`config.mk`:
```
export PLATFORM = sky130hd
export DESIGN_NAME = tcm_top
export DESIGN_NICKNAME = d
export VERILOG_FILES = /design/src/tcm_pkg.sv /design/src/tcm_sync.sv /design/src/tcm_prescale.sv /design/src/tcm_top.sv
export SDC_FILE = /design/constraint.sdc
export NUM_CORES = 1
export LEC_CHECK = 0
export ABC_AREA = 1
export BUFFER_PORTS_ARGS = -buffer_cell sky130_fd_sc_hd__buf_2
export CORE_ASPECT_RATIO = 1.4
export CORE_MARGIN = 1.5
export CORE_UTILIZATION = 50
export DETAILED_ROUTE_END_ITERATION = 12
export PLACE_DENSITY = 0.74
export SYNTH_ARGS = -nofsm -noshare
export SYNTH_HDL_FRONTEND = slang
export SYNTH_SLANG_ARGS = --single-unit
```
`constraint.sdc`:
```
create_clock -name pclk -period 3.23 [get_ports pclk]
set_clock_uncertainty 0.05 [all_clocks]
set_input_delay 0.1615 -clock pclk [delete_from_list [all_inputs] [get_ports pclk]]
set_output_delay 0.1615 -clock pclk [all_outputs]
set_load 0.01 [all_outputs]
```
`src/tcm_pkg.sv`:
```
// Purpose: Shared constants and types for the timer/counter block.
// Assumes: APB slave with 32-bit data, 8-bit byte address.
// Notes: Each register holds one aligned word; narrow data sits low.
//
// Contract
// Event mode counts synchronised input falling edges.
// Event compare match interrupts and clears counter.
// Source holds each event level two cycles.
// Compare register unbuffered, takes effect immediately.
// Software keeps initial bit zero there.
// Divider mode match toggles, clears, interrupts.
// Divider pin is inverse flip-flop; reset clears.
// Stopped output holds; initial bit later.
// Control bit 3 runs, bit 7 initial.
// PWM toggles at duty, again at overflow.
// PWM pin carries inverse flip-flop level.
// Duty double-buffered; loads at match or stopped. The code loads at the PWM overflow instead of at match.
// Duty read during PWM returns active stage.
// Software writes duty right after interrupt.
// Software stops timer before entering stop mode.
// PWM offers seven source clocks, slow limits.
// Sixteen-bit mode cascades counters, match clears.
// Software writes compare low byte then high.
// Sixteen-bit mode offers four source clocks.
// Event input synchronised, each edge once.
// Sixteen-bit PWM uses combined duty, overflow.
package tcm_pkg;

   // Register byte addresses.
   localparam logic [7:0] ADDR_FIRST_CTRL = 8'h00;
   localparam logic [7:0] ADDR_SECOND_CTRL = 8'h04;
   localparam logic [7:0] ADDR_CMP_LO = 8'h08;
   localparam logic [7:0] ADDR_CMP_HI = 8'h0c;
   localparam logic [7:0] ADDR_DUTY_LO = 8'h10;
   localparam logic [7:0] ADDR_DUTY_HI = 8'h14;
   localparam logic [7:0] ADDR_CONFIG = 8'h18;
   localparam logic [7:0] ADDR_STATUS = 8'h1c;

   // Control register layout: bit 7 initial value, 6:4 source, 3 run.
   typedef struct packed {
      logic ffinit;
      logic [2:0] src;
      logic run;
      logic [2:0] mode;
   } tcm_ctrl_t;

   // Operating modes held in the mode field.
   localparam logic [2:0] MODE_DIVIDER = 3'h1;
   localparam logic [2:0] MODE_EVENT = 3'h2;
   localparam logic [2:0] MODE_PWM8 = 3'h3;
   localparam logic [2:0] MODE_TIMER16 = 3'h4;
   localparam logic [2:0] MODE_PWM16 = 3'h6;

   // Source clock selections.
   localparam logic [2:0] SRC_DIV2048 = 3'h0;
   localparam logic [2:0] SRC_DIV128 = 3'h1;
   localparam logic [2:0] SRC_DIV32 = 3'h2;
   localparam logic [2:0] SRC_DIV8 = 3'h3;
   localparam logic [2:0] SRC_SLOW = 3'h4;
   localparam logic [2:0] SRC_DIV2 = 3'h5;
   localparam logic [2:0] SRC_DIV1 = 3'h6;

   // Configuration register bit positions.
   localparam int CFG_DVSEL_BIT = 0;
   localparam int CFG_SLOWMODE_BIT = 1;

   // Reset values.
   localparam logic [7:0] CTRL_RESET = 8'h00;
   localparam logic [7:0] BYTE_RESET = 8'h00;
   localparam logic [1:0] CONFIG_RESET = 2'h0;

   // Prescaler width and the slow clock divide-by-8 terminal count.
   localparam int PRE_TAPS = 12;
   localparam logic [2:0] SLOW_DIV_LAST = 3'h7;

endpackage

```
`src/tcm_sync.sv`:
```
// Purpose: Three-flop synchroniser with agreement filter.
// Assumes: Input is asynchronous to clk.
// Notes: The first flop feeds only the second flop.
`timescale 1ns/1ns
module tcm_sync (
   input wire logic clk,
   input wire logic rst_n,
   input wire logic din,
   output logic dout
);
   logic s1; // First stage, read only by s2.
   logic s2; // Second stage.
   logic s3; // Third stage.

   // The level only changes once stages two and three agree.
   always_ff @(posedge clk or negedge rst_n) begin
      if (!rst_n) begin
         s1 <= 1'b1;
         s2 <= 1'b1;
         s3 <= 1'b1;
         dout <= 1'b1;
      end else begin
         s1 <= din;
         s2 <= s1;
         s3 <= s2;
         if (s2 == s3) begin
            dout <= s3;
         end
      end
   end
endmodule

```
`src/tcm_prescale.sv`:
```
// Purpose: Free-running prescaler giving divide-by-2^n enable pulses.
// Assumes: Main clock equals the bus clock.
// Notes: Tap n pulses one cycle in every 2^n cycles.
`timescale 1ns/1ns
module tcm_prescale (
   input wire logic clk,
   input wire logic rst_n,
   output logic [tcm_pkg::PRE_TAPS-1:0] tick
);
   logic [tcm_pkg::PRE_TAPS-2:0] cnt; // Ripple-free binary count.

   // All taps come from one counter, so they stay phase aligned.
   always_ff @(posedge clk or negedge rst_n) begin
      if (!rst_n) begin
         cnt <= '0;
         tick <= '0;
      end else begin
         cnt <= cnt + 1'b1;
         for (int n = 0; n < tcm_pkg::PRE_TAPS; n++) begin
            tick[n] <= &(cnt | ~((tcm_pkg::PRE_TAPS-1)'((1 << n) - 1)));
         end
      end
   end
endmodule

```
`src/tcm_top.sv`:
```
// Purpose: Timer/counter with event, divider, PWM and 16-bit modes.
// Assumes: pclk is the main clock; slow clock arrives on a pin.
// Notes: Registers are reached over APB, one word each.
`timescale 1ns/1ns
module tcm_top (
   input wire logic pclk,
   input wire logic presetn,
   input wire logic psel,
   input wire logic penable,
   input wire logic pwrite,
   input wire logic [7:0] paddr,
   input wire logic [31:0] pwdata,
   output logic [31:0] prdata,
   output logic pready,
   output logic pslverr,
   input wire logic event_input_pin,
   input wire logic slow_clock_pin,
   output logic divider_output_pin,
   output logic pwm_output_pin,
   output logic timer_match_interrupt
);

   ////////////////////////////////////////////////////////////////////
   // Register state.

   tcm_pkg::tcm_ctrl_t first_counter_control; // Low-byte counter setup.
   tcm_pkg::tcm_ctrl_t second_counter_control; // Main control.
   logic [7:0] compare_low_byte; // Compare, no shadow stage.
   logic [7:0] compare_high_byte; // Compare upper byte.
   logic [15:0] duty_buf; // Duty value as written.
   logic [15:0] duty_act; // Duty value in use.
   logic [1:0] config_bits; // Divider select and slow mode.
   logic [15:0] cnt; // Up-counter, both bytes.
   logic tff; // Timer flip-flop.
   logic next_tff; // Flip-flop value for the coming cycle.

   ////////////////////////////////////////////////////////////////////
   // Input synchronisers and edge detection.

   logic evt_lvl; // Filtered event input level.
   logic evt_prev; // Previous filtered event level.
   logic slow_lvl; // Filtered slow clock level.
   logic slow_prev; // Previous filtered slow level.
   logic [2:0] slow_div; // Slow clock divide-by-8 counter.

   // The event pin is asynchronous; this filters and retimes it.
   tcm_sync u_evt_sync (
      .clk(pclk),
      .rst_n(presetn),
      .din(event_input_pin),
      .dout(evt_lvl)
   );

   // The slow clock is only sampled, never used as a clock.
   tcm_sync u_slow_sync (
      .clk(pclk),
      .rst_n(presetn),
      .din(slow_clock_pin),
      .dout(slow_lvl)
   );

   // Previous samples let each edge count exactly once.
   always_ff @(posedge pclk or negedge presetn) begin
      if (!presetn) begin
         evt_prev <= 1'b1;
         slow_prev <= 1'b1;
      end else begin
         evt_prev <= evt_lvl;
         slow_prev <= slow_lvl;
      end
   end

   wire evt_fall = evt_prev & ~evt_lvl;
   wire slow_rise = ~slow_prev & slow_lvl;
   wire slow8_tick = slow_rise & (slow_div == tcm_pkg::SLOW_DIV_LAST);

   // Slow clock divided by eight for the slowest source.
   always_ff @(posedge pclk or negedge presetn) begin
      if (!presetn) begin
         slow_div <= 3'h0;
      end else if (slow_rise) begin
         slow_div <= slow_div + 3'h1;
      end
   end

   ////////////////////////////////////////////////////////////////////
   // Source clock selection.

   logic [tcm_pkg::PRE_TAPS-1:0] tick; // Main clock divide taps.

   // One shared prescaler serves every selectable main clock rate.
   tcm_prescale u_pre (
      .clk(pclk),
      .rst_n(presetn),
      .tick(tick)
   );

   wire [2:0] mode = second_counter_control.mode;
   wire run = second_counter_control.run;
   wire dvsel = config_bits[tcm_pkg::CFG_DVSEL_BIT];
   wire slow_mode = config_bits[tcm_pkg::CFG_SLOWMODE_BIT];
   wire is_event = (mode == tcm_pkg::MODE_EVENT);
   wire is_div = (mode == tcm_pkg::MODE_DIVIDER);
   wire is_pwm8 = (mode == tcm_pkg::MODE_PWM8);
   wire is_t16 = (mode == tcm_pkg::MODE_TIMER16);
   wire is_pwm16 = (mode == tcm_pkg::MODE_PWM16);
   wire wide = is_t16 | is_pwm16;
   wire is_pwm = is_pwm8 | is_pwm16;
   wire mode_known = is_event | is_div | is_pwm | is_t16;

   // The cascaded modes take their source from the low-byte control.
   wire [2:0] src = wide ? first_counter_control.src
                         : second_counter_control.src;

   // Slowest source is the slow clock / 8 when selected or in slow mode.
   wire slow_slowest = dvsel | slow_mode;
   logic src_tick; // Selected source pulse.

   always_comb begin
      case (src)
         tcm_pkg::SRC_DIV2048: begin
            src_tick = slow_slowest ? slow8_tick : tick[11];
         end
         tcm_pkg::SRC_DIV128: begin
            src_tick = tick[7];
         end
         tcm_pkg::SRC_DIV32: begin
            src_tick = tick[5];
         end
         tcm_pkg::SRC_DIV8: begin
            src_tick = tick[3];
         end
         tcm_pkg::SRC_SLOW: begin
            src_tick = slow_rise;
         end
         tcm_pkg::SRC_DIV2: begin
            src_tick = tick[1];
         end
         tcm_pkg::SRC_DIV1: begin
            src_tick = tick[0];
         end
         default: begin
            src_tick = 1'b0;
         end
      endcase
   end

   // 16-bit timer has only the four divided sources; in slow mode
   // only slow-clock derived sources may run the counter.
   wire src_four = (src == tcm_pkg::SRC_DIV2048) |
                   (src == tcm_pkg::SRC_DIV128) |
                   (src == tcm_pkg::SRC_DIV32) |
                   (src == tcm_pkg::SRC_DIV8);
   wire src_slowok = (src == tcm_pkg::SRC_DIV2048) |
                     (src == tcm_pkg::SRC_SLOW);
   wire src_ok = (is_t16 ? src_four : 1'b1) &
                 (slow_mode ? src_slowok : 1'b1);

   // Event mode counts pin edges; the rest count the selected source.
   wire count_tick = run & mode_known &
                     (is_event ? evt_fall : (src_tick & src_ok));

   ////////////////////////////////////////////////////////////////////
   // Counter, compare and flip-flop logic.

   wire [15:0] cnt_inc = wide ? cnt + 16'h0001
                              : {8'h00, cnt[7:0] + 8'h01};
   // Compare is read straight from the registers, no shadow.
   wire [15:0] cmp_val = wide ? {compare_high_byte, compare_low_byte}
                              : {8'h00, compare_low_byte};
   wire [15:0] duty_val = wide ? duty_act : {8'h00, duty_act[7:0]};
   wire [15:0] top_val = wide ? 16'hffff : 16'h00ff;
   wire cmp_hit = (cnt_inc == cmp_val);
   wire ovf_hit = (cnt == top_val);
   wire duty_hit = (cnt_inc == duty_val) & ~ovf_hit;

   // A period ends on compare match, or on overflow in PWM modes.
   wire period_end = count_tick &
                     (is_pwm ? ovf_hit : cmp_hit);

   logic [15:0] next_cnt; // Counter value for the coming cycle.

   // Stopped counter clears; a period end clears and restarts.
   always_comb begin
      if (!run) begin
         next_cnt = 16'h0000;
      end else if (period_end) begin
         next_cnt = 16'h0000;
      end else if (count_tick) begin
         next_cnt = cnt_inc;
      end else begin
         next_cnt = cnt;
      end
   end

   ////////////////////////////////////////////////////////////////////
   // APB decode.

   wire setup = psel & ~penable;
   wire access = psel & penable & pready;
   wire wr = access & pwrite;
   wire hit_fc = (paddr == tcm_pkg::ADDR_FIRST_CTRL);
   wire hit_sc = (paddr == tcm_pkg::ADDR_SECOND_CTRL);
   wire hit_cl = (paddr == tcm_pkg::ADDR_CMP_LO);
   wire hit_ch = (paddr == tcm_pkg::ADDR_CMP_HI);
   wire hit_dl = (paddr == tcm_pkg::ADDR_DUTY_LO);
   wire hit_dh = (paddr == tcm_pkg::ADDR_DUTY_HI);
   wire hit_cf = (paddr == tcm_pkg::ADDR_CONFIG);
   wire hit_st = (paddr == tcm_pkg::ADDR_STATUS);
   wire mapped = hit_fc | hit_sc | hit_cl | hit_ch |
                 hit_dl | hit_dh | hit_cf | hit_st;
   wire tcm_pkg::tcm_ctrl_t wctrl = pwdata[7:0];
   wire wr_sc = wr & hit_sc;

   // Flip-flop takes the initial value only while already stopped, so
   // the write that stops the timer leaves the pin where it was.
   wire ff_load = wr_sc & ~run;

   // PWM period end toggles again; divider period end toggles once.
   always_comb begin
      next_tff = tff;
      if (ff_load) begin
         next_tff = wctrl.ffinit;
      end else if (count_tick & is_div & period_end) begin
         next_tff = ~tff;
      end else if (count_tick & is_pwm & (ovf_hit | duty_hit)) begin
         next_tff = ~tff;
      end
   end

   // During PWM output a duty read shows the stage in use.
   wire duty_show_act = run & is_pwm;
   wire [15:0] duty_rd = duty_show_act ? duty_act : duty_buf;
   logic [31:0] rd_mux; // Read data selected by address.

   always_comb begin
      rd_mux = 32'h0000_0000;
      if (hit_fc) begin
         rd_mux[7:0] = first_counter_control;
      end else if (hit_sc) begin
         rd_mux[7:0] = second_counter_control;
      end else if (hit_cl) begin
         rd_mux[7:0] = compare_low_byte;
      end else if (hit_ch) begin
         rd_mux[7:0] = compare_high_byte;
      end else if (hit_dl) begin
         rd_mux[7:0] = duty_rd[7:0];
      end else if (hit_dh) begin
         rd_mux[7:0] = duty_rd[15:8];
      end else if (hit_cf) begin
         rd_mux[1:0] = config_bits;
      end else if (hit_st) begin
         rd_mux[16:0] = {tff, cnt};
      end
   end

   // The slave answers one cycle after setup; unmapped flags an error.
   always_ff @(posedge pclk or negedge presetn) begin
      if (!presetn) begin
         pready <= 1'b0;
         pslverr <= 1'b0;
         prdata <= 32'h0000_0000;
      end else begin
         pready <= setup;
         pslverr <= setup & ~mapped;
         prdata <= (setup & ~pwrite) ? rd_mux : 32'h0000_0000;
      end
   end

   ////////////////////////////////////////////////////////////////////
   // Register writes.

   // Control and compare registers; compare takes effect at once.
   always_ff @(posedge pclk or negedge presetn) begin
      if (!presetn) begin
         first_counter_control <= tcm_pkg::CTRL_RESET;
         second_counter_control <= tcm_pkg::CTRL_RESET;
         compare_low_byte <= tcm_pkg::BYTE_RESET;
         compare_high_byte <= tcm_pkg::BYTE_RESET;
         config_bits <= tcm_pkg::CONFIG_RESET;
      end else if (wr) begin
         if (hit_fc) begin
            first_counter_control <= wctrl;
         end
         if (hit_sc) begin
            second_counter_control <= wctrl;
         end
         if (hit_cl) begin
            compare_low_byte <= pwdata[7:0];
         end
         if (hit_ch) begin
            compare_high_byte <= pwdata[7:0];
         end
         if (hit_cf) begin
            config_bits <= pwdata[1:0];
         end
      end
   end

   // Duty buffer stage; a write landing with a period end loses the
   // race against the transfer, as software is told to avoid it.
   always_ff @(posedge pclk or negedge presetn) begin
      if (!presetn) begin
         duty_buf <= {tcm_pkg::BYTE_RESET, tcm_pkg::BYTE_RESET};
      end else if (wr & hit_dl) begin
         duty_buf[7:0] <= pwdata[7:0];
      end else if (wr & hit_dh) begin
         duty_buf[15:8] <= pwdata[7:0];
      end
   end

   // Active duty follows the buffer while stopped, else at a PWM period end.
   always_ff @(posedge pclk or negedge presetn) begin
      if (!presetn) begin
         duty_act <= {tcm_pkg::BYTE_RESET, tcm_pkg::BYTE_RESET};
      end else if (!run) begin
         duty_act <= duty_buf;
      end else if (period_end & is_pwm) begin
         duty_act <= duty_buf;
      end
   end

   ////////////////////////////////////////////////////////////////////
   // Counter, flip-flop and outputs.

   // Pins are registered copies of the inverted flip-flop, so they
   // change in the same cycle as the status bit.
   always_ff @(posedge pclk or negedge presetn) begin
      if (!presetn) begin
         cnt <= 16'h0000;
         tff <= 1'b0;
         divider_output_pin <= 1'b1;
         pwm_output_pin <= 1'b1;
         timer_match_interrupt <= 1'b0;
      end else begin
         cnt <= next_cnt;
         tff <= next_tff;
         divider_output_pin <= ~next_tff;
         pwm_output_pin <= ~next_tff;
         timer_match_interrupt <= period_end;
      end
   end

endmodule

```
==> impl_metrics.yaml <==
timing:
  tns_ps: 0
  finalSetupViolations: 0
  timing.final.ws_setup_ps: 254.6
  tightest_slew_ps: 765.5
  hold_viol_final: 0
  rsz0062_at_grt: "false"
  drv_slew: 0
  fmax_mhz: 336.1
  fin_crit_ps: 2975
  slew_headroom: 0.4878
  post-route-period-util: 0.9212
global_routing:
  grt_pass1_wl_mm: 31.71
  grt_max_degree: 81
  grt_remaining_overflow: 0
  grt_pass1_vias: 6183
  grtUsageTotal: 0.2686
  antenna_found_initial: 0
detailed_routing:
  wl_per_cell_um: 16.59
  drtIter0Drc: 460
  vias: 6476
  first_pass_iters: 5
  vias_per_cell: 5.442
  ant_nets: 0
  wl_mm: 19.74
  drc_errors: 0
cts:
  tritoncts: "built"
  clkSinkCount: 134
  numCtsBuffers: 17
  cts_buffer_depth: 2
  clk_pin_slew_ps: 60
  clk_latency_ps: 430
  htree_levels: 4
  cts_root_buf: "clkbuf_16"
  cts_resized: 0
min_path:
  worstHoldPathType: "in2reg"
  min_from: "psel"
  holdPathStages: 5
  min_to: "pslverr"
floorplanning:
  fp.dieW_um: 105.1
  die_h_um: 146.0
  start_util: 0.5077
  std_cell_rows: 52
  dieArea_um2: 15350
  fp.coreArea_um2: 14380
  pin_count: 84
status:
  status: "complete, no violations"
setup_path:
  required_ps: 3530
  worst_setup_path_end_kind: "flop"
  start_kind: "flop"
  worst_r2r_path_depth: 17
  arrival_ps: 3270
  path_class: "reg2reg"
  reg2reg_slack_ps: 250
  reg2reg_to: "duty_act[3]"
  cp_max_fo: 31
  reg2reg_from: "cnt[0]"
placed_design:
  post-place-ws_ps: 310.1
  gp_congestion: 0.9143
  place_hpwl_mm: 14.39
  portBuffers: 44
finish:
  nFillCells: 1326
  area.sequential_um2: 3367
  syn_to_final_growth_pct: 15.13
  drive_above_1_share: 0.1479
  nNetsFinal: 1041
  multiInputGateArea_um2: 3282
  diodes: 0
synth:
  synth_cells: 926
  syn_area_per_cell_um2: 7.884
  synthFlopType: "dfrtp_1"
  synth_top_area_share: 0.4216
  ys_seq_area_frac: 0.4612
  synth_edf_count: 0
  synth-seq-cells: 134
  ys_top_cells_by_area: "dfrtp_1 (42%), nand2_1 (12%), inv_1 (6.0%), o21ai_0 (4.9%), dfstp_2 (4.0%)"
  synth_warnings: 0
  synth.distinct_cells: 45
  synth-async-reset-ratio: 1.000
  synthesis.area_um2: 7301
  yosys.area.top_type: "dfrtp_1"
job:
  max_cap_viol_count: 0
power_and_ir_drop:
  p_leak_nw: 4.113
  power_density_nw_per_um2: 513.0
  peakVddDrop_v: 0.0003012
-- through the flow --
step                      cells  hold slack [ps]  total power, W  utilization  instance area [µm²]
after global placement     1147            191.6        0.002257       0.5334                 7670
final                      1190            33.90        0.004312       0.5846                 8406
after global routing       1190            91.26        0.004478       0.5846                 8406
after floorplan             940           -184.1        0.002143            -                 7353
after CTS                  1190            36.75        0.004330       0.5846                 8406
after detailed placement   1147            189.6        0.002272       0.5334                 7670
-- worst max-delay path by stage --
stage,start,to,slack (ps),depth (start not counted)
after global routing,cnt[0],duty_act[5],40,17
after global placement,cnt[0],duty_act[2],400,16
after CTS,cnt[0],duty_act[3],280,17
after floorplan,cnt[0],duty_act[15],930,17
after detailed placement,cnt[0],duty_act[3],310,17
final,cnt[0],duty_act[3],250,17
-- final cells by class --
class                   instances  area share
inverters                     122     0.05448
repair buffers                 65     0.05195
well taps                     189     0.02813
clock inverters                15     0.02382
multi-input cells             648      0.3904
flip-flops and latches        134      0.4006
clock buffers                  17     0.05061
-- logic make-up after synthesis --
family          share of synthesized area
flops                              0.4612
other cells                      0.001029
compound gates                     0.1352
buf+inv                           0.09649
fa+ha+maj                         0.01302
xor+xnor                          0.02040
simple gates                       0.2727
-- cells in the mapped netlist, types with 5 or more instances --
library cell	n
a21oi_1	27
buf_2	5
buf_4	19
clkbuf_1	8
dfrtp_1	123
dfstp_2	11
ha_1	6
inv_1	116
nand2_1	239
nand2_2	14
nand3_1	52
nand3_2	6
nand4_1	27
nor2_1	67
nor3_1	20
o2111ai_1	5
o211ai_1	17
o21ai_0	72
o21ai_2	16
o22ai_1	13
xor2_1	15
-- report_power, final --
group	switching [W]	internal [W]
Sequential	0.0000696	0.00175
Clock	0.000865	0.00119
Combinational	0.000283	0.000154
-- metal layers --
| layer | up-vias | global-route usage | share of wire | wire length [µm] |
|---|---|---|---|---|
| met5 | - | 0 | 0 | 0 |
| met2 | 176 | 0.4722 | 0.52 | 10270 |
| met4 | 0 | 0.1432 | 0.052 | 1024 |
| met1 | 3076 | 0.3100 | 0.39 | 7726 |
| li1 | 3151 | - | - | - |
| met3 | 73 | 0.04568 | 0.036 | 717 |
-- registers in the layout, indices dropped and copies added (netlist names), 4 cells and up --
signal,flops
u_pre.cnt,11
duty_buf,16
compare_low_byte,8
u_pre.tick,6
cnt,16
first_counter_control,8
compare_high_byte,8
prdata,17
duty_act,16
second_counter_control,4
-- cells in the final DEF, fill, tap and decap left out, drive strengths merged --
cell type / n
a32oi: 1
a211oi: 2
nor2: 72
nand2: 254
and2: 1
ha: 6
and3: 1
nand3b: 4
xor2: 15
dfstp: 11
o2111ai: 5
clkinv: 4
o21ai: 92
clkbuf: 17
a22oi: 4
xnor2: 2
buf: 54
maj3: 2
a2111oi: 1
clkinvlp: 1
dfrtp: 123
o211ai: 17
conb: 16
nor3: 20
nand3: 58
nand4: 28
nor4: 4
dlygate4sd3: 11
o22ai: 13
inv: 130
bufinv: 2
a21oi: 28
or2: 2
-- repair_timing --
action	CTS	global route
hold endpoints to repair	78	0
hold buffers	11	0
buffers inserted	0	0
-- critical path, cell delays in order (launching register included) --
cell	delay, ps
dfrtp_1	480
ha_1	250
nand2_2	130
nor2_8	200
nand2_2	70
nand2_1	60
nand2_1	90
nand2_1	90
nand2_1	50
a21oi_1	110
nand2_1	70
nor2_1	220
nand3_2	160
a21oi_4	170
nand3_2	110
nand2_4	350
nand2_1	130
o21ai_2	80
No activity file was read; power rests on OpenSTA's default activity.
